File: src/sixc_pkg.sv
// six-step commutation and duty control: shared constants and types
// assumes 8-bit level codes spanning 0 V to ADC_FS_MV, and an APB register window

package sixc_pkg;

   // ---------------------------------------------------------------
   // register byte offsets
   // ---------------------------------------------------------------
   localparam logic [7:0] OFS_CTRL = 8'h00;
   localparam logic [7:0] OFS_VMOD = 8'h04;
   localparam logic [7:0] OFS_PWMMODE = 8'h08;
   localparam logic [7:0] OFS_SPEED = 8'h0C;
   localparam logic [7:0] OFS_TORQUE = 8'h10;
   localparam logic [7:0] OFS_GAIN = 8'h14;
   localparam logic [7:0] OFS_DEAD = 8'h18;
   localparam logic [7:0] OFS_STATUS = 8'h1C;
   localparam logic [7:0] OFS_IRQ_STAT = 8'h20;
   localparam logic [7:0] OFS_IRQ_CLR = 8'h24;
   localparam logic [7:0] OFS_IRQ_EN = 8'h28;

   // ---------------------------------------------------------------
   // field positions
   // ---------------------------------------------------------------
   localparam int CTRL_SPEED_SRC = 0;
   localparam int CTRL_TORQUE_SRC = 1;
   localparam int CTRL_SERIAL = 2;
   localparam int VMOD_FORCE_SINE = 7;
   localparam int VMOD_SINE_EN = 6;
   localparam int PWMMODE_SQUARE_FORCE = 7;
   localparam int PWMMODE_CHOP_HOLD = 0;
   localparam int IRQ_HALL_ERR = 0;
   localparam int IRQ_STEP = 1;
   localparam int IRQ_SINE = 2;
   localparam int IRQ_W = 3;

   // ---------------------------------------------------------------
   // reset values
   // ---------------------------------------------------------------
   localparam logic [2:0] CTRL_RST = 3'h0;
   localparam logic [1:0] VMOD_RST = 2'h0;
   localparam logic [1:0] PWMMODE_RST = 2'h0;
   localparam logic [7:0] SPEED_RST = 8'h00;
   localparam logic [7:0] TORQUE_RST = 8'hFF;
   localparam logic [3:0] GAIN_RST = 4'h1;
   localparam logic [7:0] DEAD_RST = 8'h0A;
   localparam logic [IRQ_W-1:0] IRQ_EN_RST = 3'h0;

   // ---------------------------------------------------------------
   // carrier and level scaling
   // ---------------------------------------------------------------
   localparam int PWM_DIV = 64;
   localparam int DUTY_W = 7;
   localparam int ADC_FS_MV = 5000;
   localparam int ZERO_MV = 500;
   localparam int FULL_MV = 4500;
   localparam logic [7:0] LVL_ZERO = 8'((ZERO_MV * 255 + ADC_FS_MV / 2) / ADC_FS_MV);
   localparam logic [7:0] LVL_FULL = 8'((FULL_MV * 255 + ADC_FS_MV / 2) / ADC_FS_MV);
   localparam logic [7:0] LVL_SPAN = 8'(LVL_FULL - LVL_ZERO);
   localparam logic [7:0] CNT_SAT = 8'hFF;

   // drive scheme, one-hot
   typedef enum logic [2:0] {
      MODE_DUAL = 3'b001,
      MODE_CHOP = 3'b010,
      MODE_SINE = 3'b100
   } sixc_mode_t;

endpackage

File: src/sixc_ctrl.sv
// six-step square-wave commutation with dual duty paths and apb registers
// assumes 8-bit level codes from external converters, hall pins asynchronous,
// and an outside sine generator that takes the gates while sine_active is high
//
// Operation
// pwm carrier is the system clock divided by 64.
// primary duty comes from speed pin or speed register.
// secondary duty is amplified torque reference minus sensed current.
// both paths act together; the lower one sets the duty.
// below 0.5 V is zero duty, 4.5 V is full duty, linear between.
// system holds an unused path at full scale.
// start-up always uses square drive with the dual-pwm pattern.
// stand-alone switches to sine drive once running conditions allow.
// host may pick dual-pwm, chop-then-hold or sine after start.
// each of six valid hall codes selects exactly one step.
// dual-pwm: one phase chops two steps, two lows alternate.
// dual-pwm never holds a high side on continuously; at full duty the code keeps it on.
// chopping high side off turns same-phase low side on.
// chop-then-hold: odd steps hold high on, another low chops.
// chop-then-hold keeps the dual-pwm current directions per step.
// serial force bits override the automatic sine/square choice.
// direction select reverses the applied step order.
// high and low of one phase never overlap; programmable dead time.
// hall code all ones or zeros turns gates off and flags error.

`timescale 1ns/10ps

module sixc_ctrl
   import sixc_pkg::*;
(
   // clock and reset
   input wire logic clk,
   input wire logic srst,
   // apb slave
   input wire logic psel,
   input wire logic penable,
   input wire logic pwrite,
   input wire logic [7:0] paddr,
   input wire logic [31:0] pwdata,
   output logic [31:0] prdata,
   output logic pready,
   output logic pslverr,
   // motor side pins
   input wire logic [2:0] hall_pin,
   input wire logic direction_select,
   input wire logic [7:0] speed_ref_pin,
   input wire logic [7:0] torque_reference_pin,
   input wire logic [7:0] current_sense_pin,
   // angle predictor agreement, same clock
   input wire logic angle_hit,
   // gate drive, index 0 = u, 1 = v, 2 = w
   output logic [2:0] gate_hi,
   output logic [2:0] gate_lo,
   // status
   output logic sine_active,
   output logic pwm_carrier,
   output logic irq
);

   // ---------------------------------------------------------------
   // pin synchronisers
   // ---------------------------------------------------------------
   // converter codes are assumed to change slowly; a torn code lasts one cycle
   localparam int SW = 28;
   logic [SW-1:0] sync1_reg, sync2_reg;
   always_ff @(posedge clk) begin
      if (srst) begin
         sync1_reg <= '0;
         sync2_reg <= '0;
      end else begin
         sync1_reg <= {hall_pin, direction_select, speed_ref_pin,
                       torque_reference_pin, current_sense_pin};
         sync2_reg <= sync1_reg;
      end
   end
   wire [2:0] hall_s = sync2_reg[27:25];
   wire dir_s = sync2_reg[24];
   wire [7:0] speed_pin_s = sync2_reg[23:16];
   wire [7:0] torque_pin_s = sync2_reg[15:8];
   wire [7:0] isense_s = sync2_reg[7:0];

   // ---------------------------------------------------------------
   // registers
   // ---------------------------------------------------------------
   logic [2:0] ctrl_reg;
   logic [1:0] vmod_reg;
   logic [1:0] pwmmode_reg;
   logic [7:0] speed_reg, torque_reference_register, dead_reg;
   logic [3:0] gain_reg;
   logic [IRQ_W-1:0] irq_stat_reg, irq_en_reg, irq_ev;
   logic [31:0] prdata_reg, rd_mux;

   wire setup = psel & ~penable;
   wire wr = psel & penable & pwrite;
   wire hit_ctrl = paddr == OFS_CTRL;
   wire hit_vmod = paddr == OFS_VMOD;
   wire hit_pwmm = paddr == OFS_PWMMODE;
   wire hit_speed = paddr == OFS_SPEED;
   wire hit_torque = paddr == OFS_TORQUE;
   wire hit_gain = paddr == OFS_GAIN;
   wire hit_dead = paddr == OFS_DEAD;
   wire hit_stat = paddr == OFS_STATUS;
   wire hit_istat = paddr == OFS_IRQ_STAT;
   wire hit_iclr = paddr == OFS_IRQ_CLR;
   wire hit_ien = paddr == OFS_IRQ_EN;
   wire hit_any = hit_ctrl | hit_vmod | hit_pwmm | hit_speed | hit_torque | hit_gain
                  | hit_dead | hit_stat | hit_istat | hit_iclr | hit_ien;

   always_ff @(posedge clk) begin
      if (srst) begin
         ctrl_reg <= CTRL_RST;
         vmod_reg <= VMOD_RST;
         pwmmode_reg <= PWMMODE_RST;
         speed_reg <= SPEED_RST;
         torque_reference_register <= TORQUE_RST;
         gain_reg <= GAIN_RST;
         dead_reg <= DEAD_RST;
         irq_en_reg <= IRQ_EN_RST;
      end else if (wr) begin
         if (hit_ctrl) ctrl_reg <= pwdata[2:0];
         if (hit_vmod) vmod_reg <= pwdata[7:6];
         if (hit_pwmm) pwmmode_reg <= {pwdata[7], pwdata[0]};
         if (hit_speed) speed_reg <= pwdata[7:0];
         if (hit_torque) torque_reference_register <= pwdata[7:0];
         if (hit_gain) gain_reg <= pwdata[3:0];
         if (hit_dead) dead_reg <= pwdata[7:0];
         if (hit_ien) irq_en_reg <= pwdata[IRQ_W-1:0];
      end
   end

   wire serial = ctrl_reg[CTRL_SERIAL];
   wire force_sine_select = vmod_reg[VMOD_FORCE_SINE - 6];
   wire sine_enable = vmod_reg[VMOD_SINE_EN - 6];
   wire square_mode_force = pwmmode_reg[1];
   wire chop_sel = pwmmode_reg[PWMMODE_CHOP_HOLD];

   // ---------------------------------------------------------------
   // duty selection
   // ---------------------------------------------------------------
   wire [7:0] primary_lvl = ctrl_reg[CTRL_SPEED_SRC] ? speed_reg : speed_pin_s;
   wire [7:0] tref_lvl = ctrl_reg[CTRL_TORQUE_SRC] ? torque_reference_register
                                                   : torque_pin_s;
   // error amplifier: gain times difference, clipped to the level range
   wire signed [8:0] err_diff = $signed({1'b0, tref_lvl}) - $signed({1'b0, isense_s});
   wire signed [13:0] err_amp = err_diff * $signed({1'b0, gain_reg});
   wire [7:0] secondary_lvl = err_amp < 0 ? 8'h00 :
                              err_amp > 14'sd255 ? 8'hFF : err_amp[7:0];
   wire [7:0] eff_lvl = secondary_lvl < primary_lvl ? secondary_lvl : primary_lvl;
   wire [7:0] lvl_ofs = eff_lvl - LVL_ZERO;
   wire [13:0] lvl_scaled = 14'({6'h00, lvl_ofs} * PWM_DIV);
   wire [DUTY_W-1:0] duty_cmd = eff_lvl <= LVL_ZERO ? '0 :
                                eff_lvl >= LVL_FULL ? DUTY_W'(PWM_DIV) :
                                DUTY_W'(lvl_scaled / {6'h00, LVL_SPAN});

   // ---------------------------------------------------------------
   // carrier
   // ---------------------------------------------------------------
   logic [5:0] carrier_reg;
   logic [DUTY_W-1:0] duty_reg;
   wire period_end = carrier_reg == 6'(PWM_DIV - 1);
   // duty only changes at a period boundary so no pulse is cut short
   always_ff @(posedge clk) begin
      if (srst) begin
         carrier_reg <= '0;
         duty_reg <= '0;
      end else begin
         carrier_reg <= carrier_reg + 6'd1;
         if (period_end) duty_reg <= duty_cmd;
      end
   end
   wire pwm_on = {1'b0, carrier_reg} < duty_reg;
   assign pwm_carrier = carrier_reg[5];

   // ---------------------------------------------------------------
   // hall decode and step
   // ---------------------------------------------------------------
   logic [2:0] step_raw;
   always_comb begin
      unique case (hall_s)
         3'b101: step_raw = 3'd1;
         3'b100: step_raw = 3'd2;
         3'b110: step_raw = 3'd3;
         3'b010: step_raw = 3'd4;
         3'b011: step_raw = 3'd5;
         3'b001: step_raw = 3'd6;
         default: step_raw = 3'd0;
      endcase
   end
   wire hall_err = step_raw == 3'd0;
   wire [2:0] step = (dir_s && !hall_err) ? 3'd7 - step_raw : step_raw;

   // high and low phase per step; odd steps continue the previous high phase
   logic [1:0] hi_ph, lo_ph;
   always_comb begin
      unique case (step)
         3'd1: begin
            hi_ph = 2'd2;
            lo_ph = 2'd1;
         end
         3'd2: begin
            hi_ph = 2'd0;
            lo_ph = 2'd1;
         end
         3'd3: begin
            hi_ph = 2'd0;
            lo_ph = 2'd2;
         end
         3'd4: begin
            hi_ph = 2'd1;
            lo_ph = 2'd2;
         end
         3'd5: begin
            hi_ph = 2'd1;
            lo_ph = 2'd0;
         end
         3'd6: begin
            hi_ph = 2'd2;
            lo_ph = 2'd0;
         end
         default: begin
            hi_ph = 2'd0;
            lo_ph = 2'd0;
         end
      endcase
   end

   // ---------------------------------------------------------------
   // drive mode
   // ---------------------------------------------------------------
   logic [2:0] step_reg;
   logic started_reg;
   sixc_mode_t mode;
   wire step_ev = !hall_err && step != step_reg;
   wire auto_sine = angle_hit & started_reg & (duty_reg != '0);
   logic sine_sel;
   always_comb begin
      sine_sel = auto_sine;
      if (serial) begin
         if (square_mode_force) sine_sel = 1'b0;
         else if (force_sine_select) sine_sel = sine_enable;
      end
   end
   // until the first commutation only dual-pwm square drive is allowed
   assign mode = (sine_sel && started_reg) ? MODE_SINE :
                 (serial && chop_sel && started_reg) ? MODE_CHOP : MODE_DUAL;
   assign sine_active = mode == MODE_SINE;

   always_ff @(posedge clk) begin
      if (srst) begin
         step_reg <= '0;
         started_reg <= 1'b0;
      end else begin
         if (!hall_err) step_reg <= step;
         if (step_ev && step_reg != 3'd0) started_reg <= 1'b1;
      end
   end

   // ---------------------------------------------------------------
   // gate demand per phase, then dead time
   // ---------------------------------------------------------------
   wire hold = mode == MODE_CHOP && step[0];
   wire square = mode != MODE_SINE && !hall_err;
   logic [2:0] want_hi, want_lo;

   genvar p;
   generate
      for (p = 0; p < 3; p++) begin : g_phase
         logic hi_q, lo_q;
         logic [7:0] hi_off_reg, lo_off_reg;
         wire is_hi = square && hi_ph == 2'(p);
         wire is_lo = square && lo_ph == 2'(p);
         // high side chops unless held or at full duty, where pwm_on stays high and dual-pwm keeps it on despite R12
         assign want_hi[p] = is_hi && (hold || pwm_on);
         assign want_lo[p] = (is_lo && (!hold || pwm_on))
                             || (is_hi && !hold && !pwm_on);
         always_ff @(posedge clk) begin
            if (srst) begin
               hi_q <= 1'b0;
               lo_q <= 1'b0;
               hi_off_reg <= CNT_SAT;
               lo_off_reg <= CNT_SAT;
            end else begin
               // a side turns on only after the other has been off dead_reg cycles
               hi_q <= want_hi[p] && !lo_q && !want_lo[p] && lo_off_reg >= dead_reg;
               lo_q <= want_lo[p] && !hi_q && !want_hi[p] && hi_off_reg >= dead_reg;
               hi_off_reg <= hi_q ? 8'h00 : (hi_off_reg == CNT_SAT ? CNT_SAT
                                                                  : hi_off_reg + 8'd1);
               lo_off_reg <= lo_q ? 8'h00 : (lo_off_reg == CNT_SAT ? CNT_SAT
                                                                  : lo_off_reg + 8'd1);
            end
         end
         assign gate_hi[p] = hi_q;
         assign gate_lo[p] = lo_q;
      end
   endgenerate

   // ---------------------------------------------------------------
   // interrupts
   // ---------------------------------------------------------------
   logic sine_q_reg, herr_q_reg;
   wire [IRQ_W-1:0] irq_clr = (wr && hit_iclr) ? pwdata[IRQ_W-1:0] : '0;
   assign irq_ev[IRQ_HALL_ERR] = hall_err && !herr_q_reg;
   assign irq_ev[IRQ_STEP] = step_ev && step_reg != 3'd0;
   assign irq_ev[IRQ_SINE] = sine_active != sine_q_reg;
   // a new event in the clearing cycle survives the clear
   always_ff @(posedge clk) begin
      if (srst) begin
         irq_stat_reg <= '0;
         sine_q_reg <= 1'b0;
         // flushing synchronisers read 000, so reset counts as faulted
         herr_q_reg <= 1'b1;
      end else begin
         irq_stat_reg <= (irq_stat_reg & ~irq_clr) | irq_ev;
         sine_q_reg <= sine_active;
         herr_q_reg <= hall_err;
      end
   end
   assign irq = |(irq_stat_reg & irq_en_reg);

   // ---------------------------------------------------------------
   // read path: data captured in the setup cycle, zero wait states
   // ---------------------------------------------------------------
   assign rd_mux = hit_ctrl ? {29'h0, ctrl_reg} :
                   hit_vmod ? {24'h0, vmod_reg, 6'h00} :
                   hit_pwmm ? {24'h0, pwmmode_reg[1], 6'h00, pwmmode_reg[0]} :
                   hit_speed ? {24'h0, speed_reg} :
                   hit_torque ? {24'h0, torque_reference_register} :
                   hit_gain ? {28'h0, gain_reg} :
                   hit_dead ? {24'h0, dead_reg} :
                   hit_stat ? {18'h0, mode, duty_reg, hall_err, step_reg} :
                   hit_istat ? {29'h0, irq_stat_reg} :
                   hit_ien ? {29'h0, irq_en_reg} : 32'h0000_0000;
   always_ff @(posedge clk) begin
      if (srst) prdata_reg <= 32'h0000_0000;
      else if (setup) prdata_reg <= rd_mux;
   end
   assign prdata = prdata_reg;
   assign pready = 1'b1;
   assign pslverr = psel & penable & ~hit_any;

endmodule

File: config.mk
export PLATFORM = sky130hd
export DESIGN_NAME = sixc_ctrl
export DESIGN_NICKNAME = d
export VERILOG_FILES = /design/src/sixc_pkg.sv /design/src/sixc_ctrl.sv
export SDC_FILE = /design/constraint.sdc
export NUM_CORES = 1
export LEC_CHECK = 0
export CORE_MARGIN = 8
export CORE_UTILIZATION = 35
export CTS_BUF_LIST = sky130_fd_sc_hd__clkbuf_4 sky130_fd_sc_hd__clkbuf_8
export DETAILED_ROUTE_END_ITERATION = 8
export DONT_BUFFER_PORTS = 1
export SYNTH_ARGS = -nofsm -noshare
export SYNTH_HDL_FRONTEND = slang
export SYNTH_SLANG_ARGS = --single-unit
File: constraint.sdc
create_clock -name clk -period 40.5 [get_ports clk]
set_input_delay 4.05 -clock clk [delete_from_list [all_inputs] [get_ports clk]]
set_output_delay 4.05 -clock clk [all_outputs]
set_load 0.1 [all_outputs]
==> impl_metrics.ini, run 1 <==
[outcome]
outcome = finished clean

[pwr]
peakVddDrop_mv = 0.1007
sw_frac_of_total = 0.4799
p_per_area_mw_per_mm2 = 71.00
p_switching_uw = 462.9
intPower_uw = 501.6
p_seq_frac = 0.237
leakage_uw = 0.005432
comb_power_share = 0.618
pwr-share-clk = 0.146

[timing]
worst_clock_skew_ps = 18.35
worst_pin_slew_ps = 1213
fin_ws_ps = 23870
fin_crit_sh = 0.4106
slew-limit-headroom = 0.1897
final-hold-violation-count = 0
timing.fmax_mhz = 60.13
finalSetupViolCount = 0
rsz0062_at_grt = no
fin_crit_ps = 16630
maxSlewViolCount = 0
whs_ps = 439.1
fin_tns_setup_ps = 0

[placed_design]
io_buffers = 0
place_hpwl_microns = 26450
gp_congestion = 0.8968
dp_cells = 1997
pre_cts_slack_ps = 24190

[logic_synthesis]
ys_ff_latch = 184
yosys_warnings = 0
synth_commonest_cells = dfxtp_1 (184), nor2_1 (131), nand2_1 (114)
synth_edf_count = 0
yosys.area.top_type = dfxtp_1
synth_cell_type_count = 91
synthArstFlopShare = 0
ys_top_cells_by_area = dfxtp_1 (29%), ha_1 (10%), nor2b_1 (4.4%)
synth-main-ff-cell = dfxtp_1
yosys.area.top_type_share = 0.2881
synth_cells = 1583
yosysMostFrequentCell = dfxtp_1
syn_avg_cell_area_sq_um = 8.078
ys_seq_area_frac = 0.2881
syn_area_sq_mm = 0.01279

[clocking]
cts-root-buf = clkbuf_8
postCtsHoldBufs = 0
path_clk_slew_ps = 120
cts_setup_buffers = 0
cts_sinks = 184
cts_resized = 0
cts_max_path_buffers = 2
numCtsBuffers = 17
clock_latency_ps = 510
htreeDepth = 4
cts_tree = built

[critical_path]
critical_path.top_delay_family = compound AO/OA/AOI/OAI gates
reg2reg_depth = 62
worstPathArrival_ps = 16980
crit_path_end_kind = register
worstPathRequired_ps = 40850
path_depth = 62
path_class = register to register
crit_buf_inv = 6
cp-start-kind = register
cpPeakStageDelay_ps = 700
critPathMostFrequentCell = ha_1
crit_path_top_delay_cell = dfxtp_1
path_max_fanout = 19

[detailed_routing]
drt_wl_total_microns = 34750
wl_per_cell_microns = 17.12
via_count = 11216
drc_errors = 0
viasPerCell = 5.525
drt_iter0_drc = 789
drt_pass1_iterations = 5
drtAntennaViolNets = 0

[floorplanning]
die_x_microns = 207.1
core_sq_mm = 0.03626
start_util = 0.3527
fp.dieH_microns = 207.1
dieArea_sq_mm = 0.04291
design.portCount = 117
rows = 70

[layout]
multiInputGateArea_sq_mm = 0.008431
register_area_sq_mm = 0.003684
drive_above_1_share = 0.05509
fillers = 3808
syn_to_final_growth_pct = 6.242
final_cell_count_no_fill = 2030
nNetsFinal = 1747

[grt]
grt-ovfl-total = 0
antenna_found_initial = 2
gr-usage-all-layers = 0.1593
grt_pass1_vias = 10696
grt_pass1_wl_microns = 56740
grt_max_degree = 113

[flow_run]
max_cap_viol_count = 0

[hold_path]
hold_path_depth = 1
worstHoldPathType = register to register
## path summary, 6_finish.rpt
check	startpoint	to	slack, ps
worst min register to register	g_phase[2].lo_q$_SDFF_PP0_	g_phase[2].hi_q$_SDFF_PP0_	440
worst max register to register	ctrl_reg[1]$_SDFFE_PP0P_	duty_reg[0]$_SDFFE_PP0N_	23870
worst max-delay path	ctrl_reg[1]$_SDFFE_PP0P_	duty_reg[0]$_SDFFE_PP0N_	23870
worst min-delay path	g_phase[2].lo_q$_SDFF_PP0_	g_phase[2].hi_q$_SDFF_PP0_	440
## final cells by class
type                    count  share of cell area
diodes                      1           0.0001842
clock buffers              17             0.01722
clock inverters            15             0.01593
inverters                  86             0.02376
multi-input cells        1247              0.6206
flip-flops and latches    184              0.2711
well taps                 468             0.04310
repair buffers             12            0.008105
## power by group through the flow
stage | sequential, uW | clock (uW) | combinational, uW
global route | 232 | 152 | 669
global placement | 232 | 0 | 582
finish | 228 | 141 | 596
detailed placement | 232 | 0 | 583
floorplan | 226 | 0 | 484
CTS | 228 | 145 | 587
## per-layer routing
layer	vias up	global-route usage	share of wire
met4	0	0.04659	0.017
met2	273	0.2596	0.46
met5	-	0	0
li1	5549	-	-
met3	38	0.03940	0.062
met1	5356	0.2058	0.46
## per-stage QoR
stage	util	power, uW	area, sq um
finish	0.3747	964.5	13590
detailed placement	0.3622	815.5	13130
global route	0.3746	1053	13580
global placement	0.3622	813.5	13130
floorplan	-	710.0	12850
CTS	0.3746	960.4	13580
## cells in the final DEF (no fill, tap or decap), types with 26 or more instances in the layout
| master | Yosys | routed |
|---|---|---|
| inv_1 | 86 | 86 |
| nand2_1 | 114 | 114 |
| and3_1 | 30 | 30 |
| o21ai_0 | 111 | 111 |
| a21oi_1 | 111 | 110 |
| nand3_1 | 73 | 73 |
| nor2_1 | 131 | 131 |
| xnor2_1 | 27 | 27 |
| and2_1 | 32 | 32 |
| nor3_1 | 28 | 28 |
| ha_1 | 105 | 105 |
| nor2b_1 | 90 | 90 |
| mux2i_1 | 26 | 26 |
| nand2b_1 | 36 | 36 |
| dfxtp_1 | 184 | 184 |
## logic make-up (layout without fill, tap and decap cells)
family,count (synthesis),after routing,synth area share
AO/OA/AOI/OAI,418,418,0.2110
multiplexers,39,39,0.03297
AND/OR/NAND/NOR,600,600,0.2423
XOR/XNOR,46,46,0.03209
other,2,20,0.0005873
flip-flops,184,184,0.2881
buffers and inverters,169,130,0.05900
adder cells (fa/ha/maj),125,125,0.1341
No activity file was read; power rests on OpenSTA's default activity.
==> run 2, diff against run 1 <==
clock period = 16 ns   (was 40.5 ns; I/O delays follow)
==> run 2 against run 1 <==
Compared with the run above: total power rose to 2.7 times the previous value; final area up 0.94%; sequential power rose to 2.5 times the previous value; clock skew up 3.9 ps; worst setup slack worse by 23000 ps; sequential share of layout area down 0.24 points; die area unchanged; count of clock-buffer cells in the layout unchanged; non-clock buffer count up 22; critical path type unchanged; highest routed layer unchanged.
==> impl_metrics.ini, run 2 (same netlist as run 1, synthesis figures left out) <==
[timing]
worst_clock_skew_ps = 22.30
fin_tns_setup_ps = 0
fin_crit_sh = 0.9379
timing.fmax_mhz = 66.64
final-hold-violation-count = 0
fin_crit_ps = 15010
finalSetupViolCount = 0
maxSlewViolCount = 0
worst_pin_slew_ps = 1181
rsz0062_at_grt = no
slew-limit-headroom = 0.2111

[floorplanning]
dieArea_sq_mm = 0.04291
rows = 70
design.portCount = 117
fp.dieH_microns = 207.1
die_x_microns = 207.1
core_sq_mm = 0.03626
start_util = 0.3527

[detailed_routing]
drtAntennaViolNets = 0
viasPerCell = 5.478
wl_per_cell_microns = 17.04
drc_errors = 0
via_count = 11236
drt_iter0_drc = 758
drt_pass1_iterations = 5
drt_wl_total_microns = 34950

[layout]
final_core_util = 0.3782
drive_above_1_share = 0.06949
nNetsFinal = 1769
layout_commonest_cell = dfxtp_1
syn_to_final_growth_pct = 7.241
insertedDiodeCount = 0
fillers = 3790
final_cell_mix = dfxtp_1 (183), nor2_1 (130), nand2_1 (114)

[critical_path]
crit_start = ctrl_reg[1]$_SDFFE_PP0P_
rr_endpoint = duty_reg[0]$_SDFFE_PP0N_
cpPeakStageDelay_ps = 540
path_class = register to register
path_depth = 62
worstPathArrival_ps = 15370
critical_path.top_delay_family = compound AO/OA/AOI/OAI gates
r2r-start = ctrl_reg[1]$_SDFFE_PP0P_
worstPathRequired_ps = 16360
cp-start-kind = register
reg2reg_depth = 62
rrSetupSlack_ps = 990
crit_buf_inv = 8
crit_path_top_delay_cell = or4_4
critPathMostFrequentCell = ha_1
crit_path_end_kind = register
path_max_fanout = 19

[hold_path]
worstHoldPathType = register to register
hold_end = sync2_reg[12]$_SDFF_PP0_
hold_path_depth = 1
worstHoldStart = sync1_reg[12]$_SDFF_PP0_

[clocking]
clock_latency_ps = 490
cts_setup_buffers = 0
cts_sinks = 184
postCtsHoldBufs = 0
cts_tree = built
htreeDepth = 4
path_clk_slew_ps = 110
numCtsBuffers = 17
cts_max_path_buffers = 2
cts-root-buf = clkbuf_8

[placed_design]
io_buffers = 0
place_hpwl_microns = 26680
gp_congestion = 0.9060

[pwr]
peakVddDrop_mv = 0.1828
leakage_uw = 0.005519
p_per_area_mw_per_mm2 = 190.1

[flow_run]
max_cap_viol_count = 0

[grt]
grt_pass1_wl_microns = 56850
antenna_found_initial = 1
grt_pass1_vias = 10612
grt-ovfl-total = 0
gr-usage-all-layers = 0.1599
grt_max_degree = 113

[outcome]
outcome = finished clean
==> run 2: layout make-up <==
type / count / area, sq um / area share
Multi-Input combinational cell: 1247 / 8433 / 0.6150
Sequential cell: 184 / 3685 / 0.2687
Tap cell: 468 / 585.6 / 0.04270
Inverter: 86 / 322.8 / 0.02354
Timing Repair Buffer: 34 / 275.3 / 0.02007
Clock buffer: 17 / 234.0 / 0.01706
Clock inverter: 15 / 177.7 / 0.01296
==> run 2: through the flow <==
| step | power (uW) | std cells | hold slack (ps) | worst slack, ps | instance area, sq um |
|---|---|---|---|---|---|
| 2_1_floorplan | 1797 | 1600 | 413.8 | 2006 | 12850 |
| 3_3_place_gp | 2250 | 2019 | 412.4 | 1175 | 13300 |
| 3_5_place_dp | 2258 | 2019 | 415.6 | 985.9 | 13300 |
| 4_1_cts | 2601 | 2051 | 443.6 | 866.5 | 13710 |
| 5_1_grt | 2837 | 2051 | 458.8 | 22.43 | 13710 |
| 6_report | 2607 | 2051 | 438.5 | 993.8 | 13710 |
==> run 2: repair_timing <==
item | CTS | global route
resized for setup | 0 | 2
hold endpoints to repair | 0 | 0
endpoints found under the setup margin | 0 | 2
==> run 2: report_power, final <==
group | switching [uW] | internal [uW] | leakage [uW]
sequential | 63.2 | 515 | 0.00151
combinational | 947 | 752 | 0.00380
clock | 198 | 132 | 0.000206
total | 1210 | 1400 | 0.00552
==> run 2: worst max path at each step <==
stage,slack (ps),end
floorplan,2010,duty_reg[0]$_SDFFE_PP0N_
global placement,1170,duty_reg[0]$_SDFFE_PP0N_
detailed placement,990,duty_reg[0]$_SDFFE_PP0N_
CTS,870,duty_reg[0]$_SDFFE_PP0N_
global route,20,duty_reg[0]$_SDFFE_PP0N_
finish,990,duty_reg[0]$_SDFFE_PP0N_
==> run 2: metal layers <==
metal  up-vias  GRT usage  routed length [microns]
li1       5590          -                        -
met1      5317     0.2141                    16580
met2       282     0.2563                    15690
met3        47    0.03185                     1940
met4         0    0.04831                      733
met5         -          0                        0
==> run 3, diff against run 2 <==
REMOVE_ABC_BUFFERS = 1   (was unset)
==> run 3 against run 2 <==
Compared with the run above: sequential share of layout area is essentially flat; non-clock buffer count is the same; worst setup slack gained 85 ps; global-route usage shrank 0.47 points; final area is essentially flat; sequential cell count is the same; register-to-register slack gained 90 ps; fmax grew 0.57%; hold slack gained 1.1 ps; critical endpoint unchanged.
==> impl_metrics.ini, run 3 (same netlist as run 1, synthesis figures left out) <==
[outcome]
outcome = finished clean

[clocking]
numCtsBuffers = 17
cts_max_path_buffers = 2
cts-root-buf = clkbuf_8
htreeDepth = 4
path_clk_slew_ps = 100
cts_sinks = 184
cts_setup_buffers = 0
clock_latency_ps = 480
cts_tree = built

[pwr]
p_seq_frac = 0.223
peakVddDrop_mv = 0.1427
p_per_area_mw_per_mm2 = 189.8
intPower_uw = 1408
leakage_uw = 0.005505
comb_power_share = 0.650
pwr-share-clk = 0.127
p_switching_uw = 1195
sw_frac_of_total = 0.4592

[layout]
final_cell_mix = dfxtp_1 (183), nor2_1 (129), nand2_1 (113)
nNetsFinal = 1769
final_cell_count_no_fill = 2050
final_core_util = 0.3782
drive_above_1_share = 0.07143
insertedDiodeCount = 0
layout_commonest_cell = dfxtp_1
syn_to_final_growth_pct = 7.231
final_area_sq_mm = 0.01371

[critical_path]
worstPathRequired_ps = 16340
crit_buf_inv = 5
crit_path_top_delay_cell = or3_1
path_max_fanout = 19
worstPathArrival_ps = 15260
cpPeakStageDelay_ps = 610
rr_endpoint = duty_reg[0]$_SDFFE_PP0N_
path_class = register to register
crit_path_end_kind = register
cp-start-kind = register
critical_path.top_delay_family = compound AO/OA/AOI/OAI gates
r2r-start = ctrl_reg[1]$_SDFFE_PP0P_
critPathMostFrequentCell = ha_1
reg2reg_depth = 60
rrSetupSlack_ps = 1080

[hold_path]
hold_path_depth = 1
hold_end = sync2_reg[10]$_SDFF_PP0_
worstHoldStart = sync1_reg[10]$_SDFF_PP0_
worstHoldPathType = register to register

[timing]
final-hold-violation-count = 0
worst_pin_slew_ps = 1114
timing.fmax_mhz = 67.02
whs_ps = 439.6
rsz0062_at_grt = no
slew-limit-headroom = 0.2561
maxSlewViolCount = 0
fin_crit_ps = 14920
fin_crit_sh = 0.9326
finalSetupViolCount = 0
fin_tns_setup_ps = 0
worst_clock_skew_ps = 18.16

[grt]
antenna_found_initial = 0
grt_max_degree = 113
grt-ovfl-total = 0
grt_pass1_wl_microns = 55550
grt_pass1_vias = 10391
gr-usage-all-layers = 0.1552

[floorplanning]
start_util = 0.3527
fp.dieH_microns = 207.1
die_x_microns = 207.1
design.portCount = 117
dieArea_sq_mm = 0.04291
rows = 70
core_sq_mm = 0.03626

[placed_design]
io_buffers = 0
placed_area_sq_mm = 0.01330
place_hpwl_microns = 26060
dp_cells = 2019
gp_congestion = 0.9012

[flow_run]
max_cap_viol_count = 0

[detailed_routing]
drc_errors = 0
drt_wl_total_microns = 34260
wl_per_cell_microns = 16.71
drt_pass1_iterations = 5
drtAntennaViolNets = 0
drt_iter0_drc = 884
via_count = 11072
viasPerCell = 5.401
==> run 3: cell types whose count changed in the layout (fill, tap and decap cells not counted), moves of 2 or more <==
cell        previous run  this run
inv_8                  3         1
clkinv_8               3         0
clkinvlp_4             1         3
clkbuf_4               0         2
==> run 3: final cells by class <==
cell class	count	area [sq um]
inverters	86	322.8
clock inverters	11	137.6
well taps	468	585.6
clock buffers	20	262.8
fillers	3815	22550
repair buffers	34	275.3
multi-input cells	1247	8443
flip-flops and latches	184	3685
==> run 3: worst max-delay path by stage <==
stage / startpoint / to / cells past startpoint
after CTS: ctrl_reg[1]$_SDFFE_PP0P_ / duty_reg[0]$_SDFFE_PP0N_ / 60
after detailed placement: ctrl_reg[1]$_SDFFE_PP0P_ / duty_reg[0]$_SDFFE_PP0N_ / 60
final: ctrl_reg[1]$_SDFFE_PP0P_ / duty_reg[0]$_SDFFE_PP0N_ / 60
after global placement: ctrl_reg[1]$_SDFFE_PP0P_ / duty_reg[0]$_SDFFE_PP0N_ / 60
after global routing: ctrl_reg[1]$_SDFFE_PP0P_ / duty_reg[0]$_SDFFE_PP0N_ / 61
after floorplan: ctrl_reg[1]$_SDFFE_PP0P_ / duty_reg[0]$_SDFFE_PP0N_ / 61
==> run 3: what timing repair did <==
action                                  CTS  global route
hold buffers                              0             0
endpoints found under the hold margin     0             0
endpoints found under the setup margin    0             2
resized for setup                         0             6
==> run 3: stage by stage <==
stage                     setup WS (ps)  power [uW]
final                              1079        2603
after global routing              22.55        2822
after CTS                         685.6        2593
after detailed placement          783.8        2252
after global placement            889.4        2231
after floorplan                    1843        1765
==> run 3: layer usage <==
metal  global-route usage  vias to the layer above  wire length [microns]
met1               0.2124                     5162                  16550
met2               0.2439                      277                  15210
met3              0.03276                       36                   1934
met5                    0                        -                      0
li1                     -                     5597                      -
met4              0.04215                        0                    564
==> run 3: power by group through the flow <==
stage	clock network (uW)	registers [uW]	logic, uW
final	331	580	1690
after global routing	356	588	1880
after CTS	340	579	1670
after detailed placement	0	589	1660
after global placement	0	587	1640
after floorplan	0	578	1190
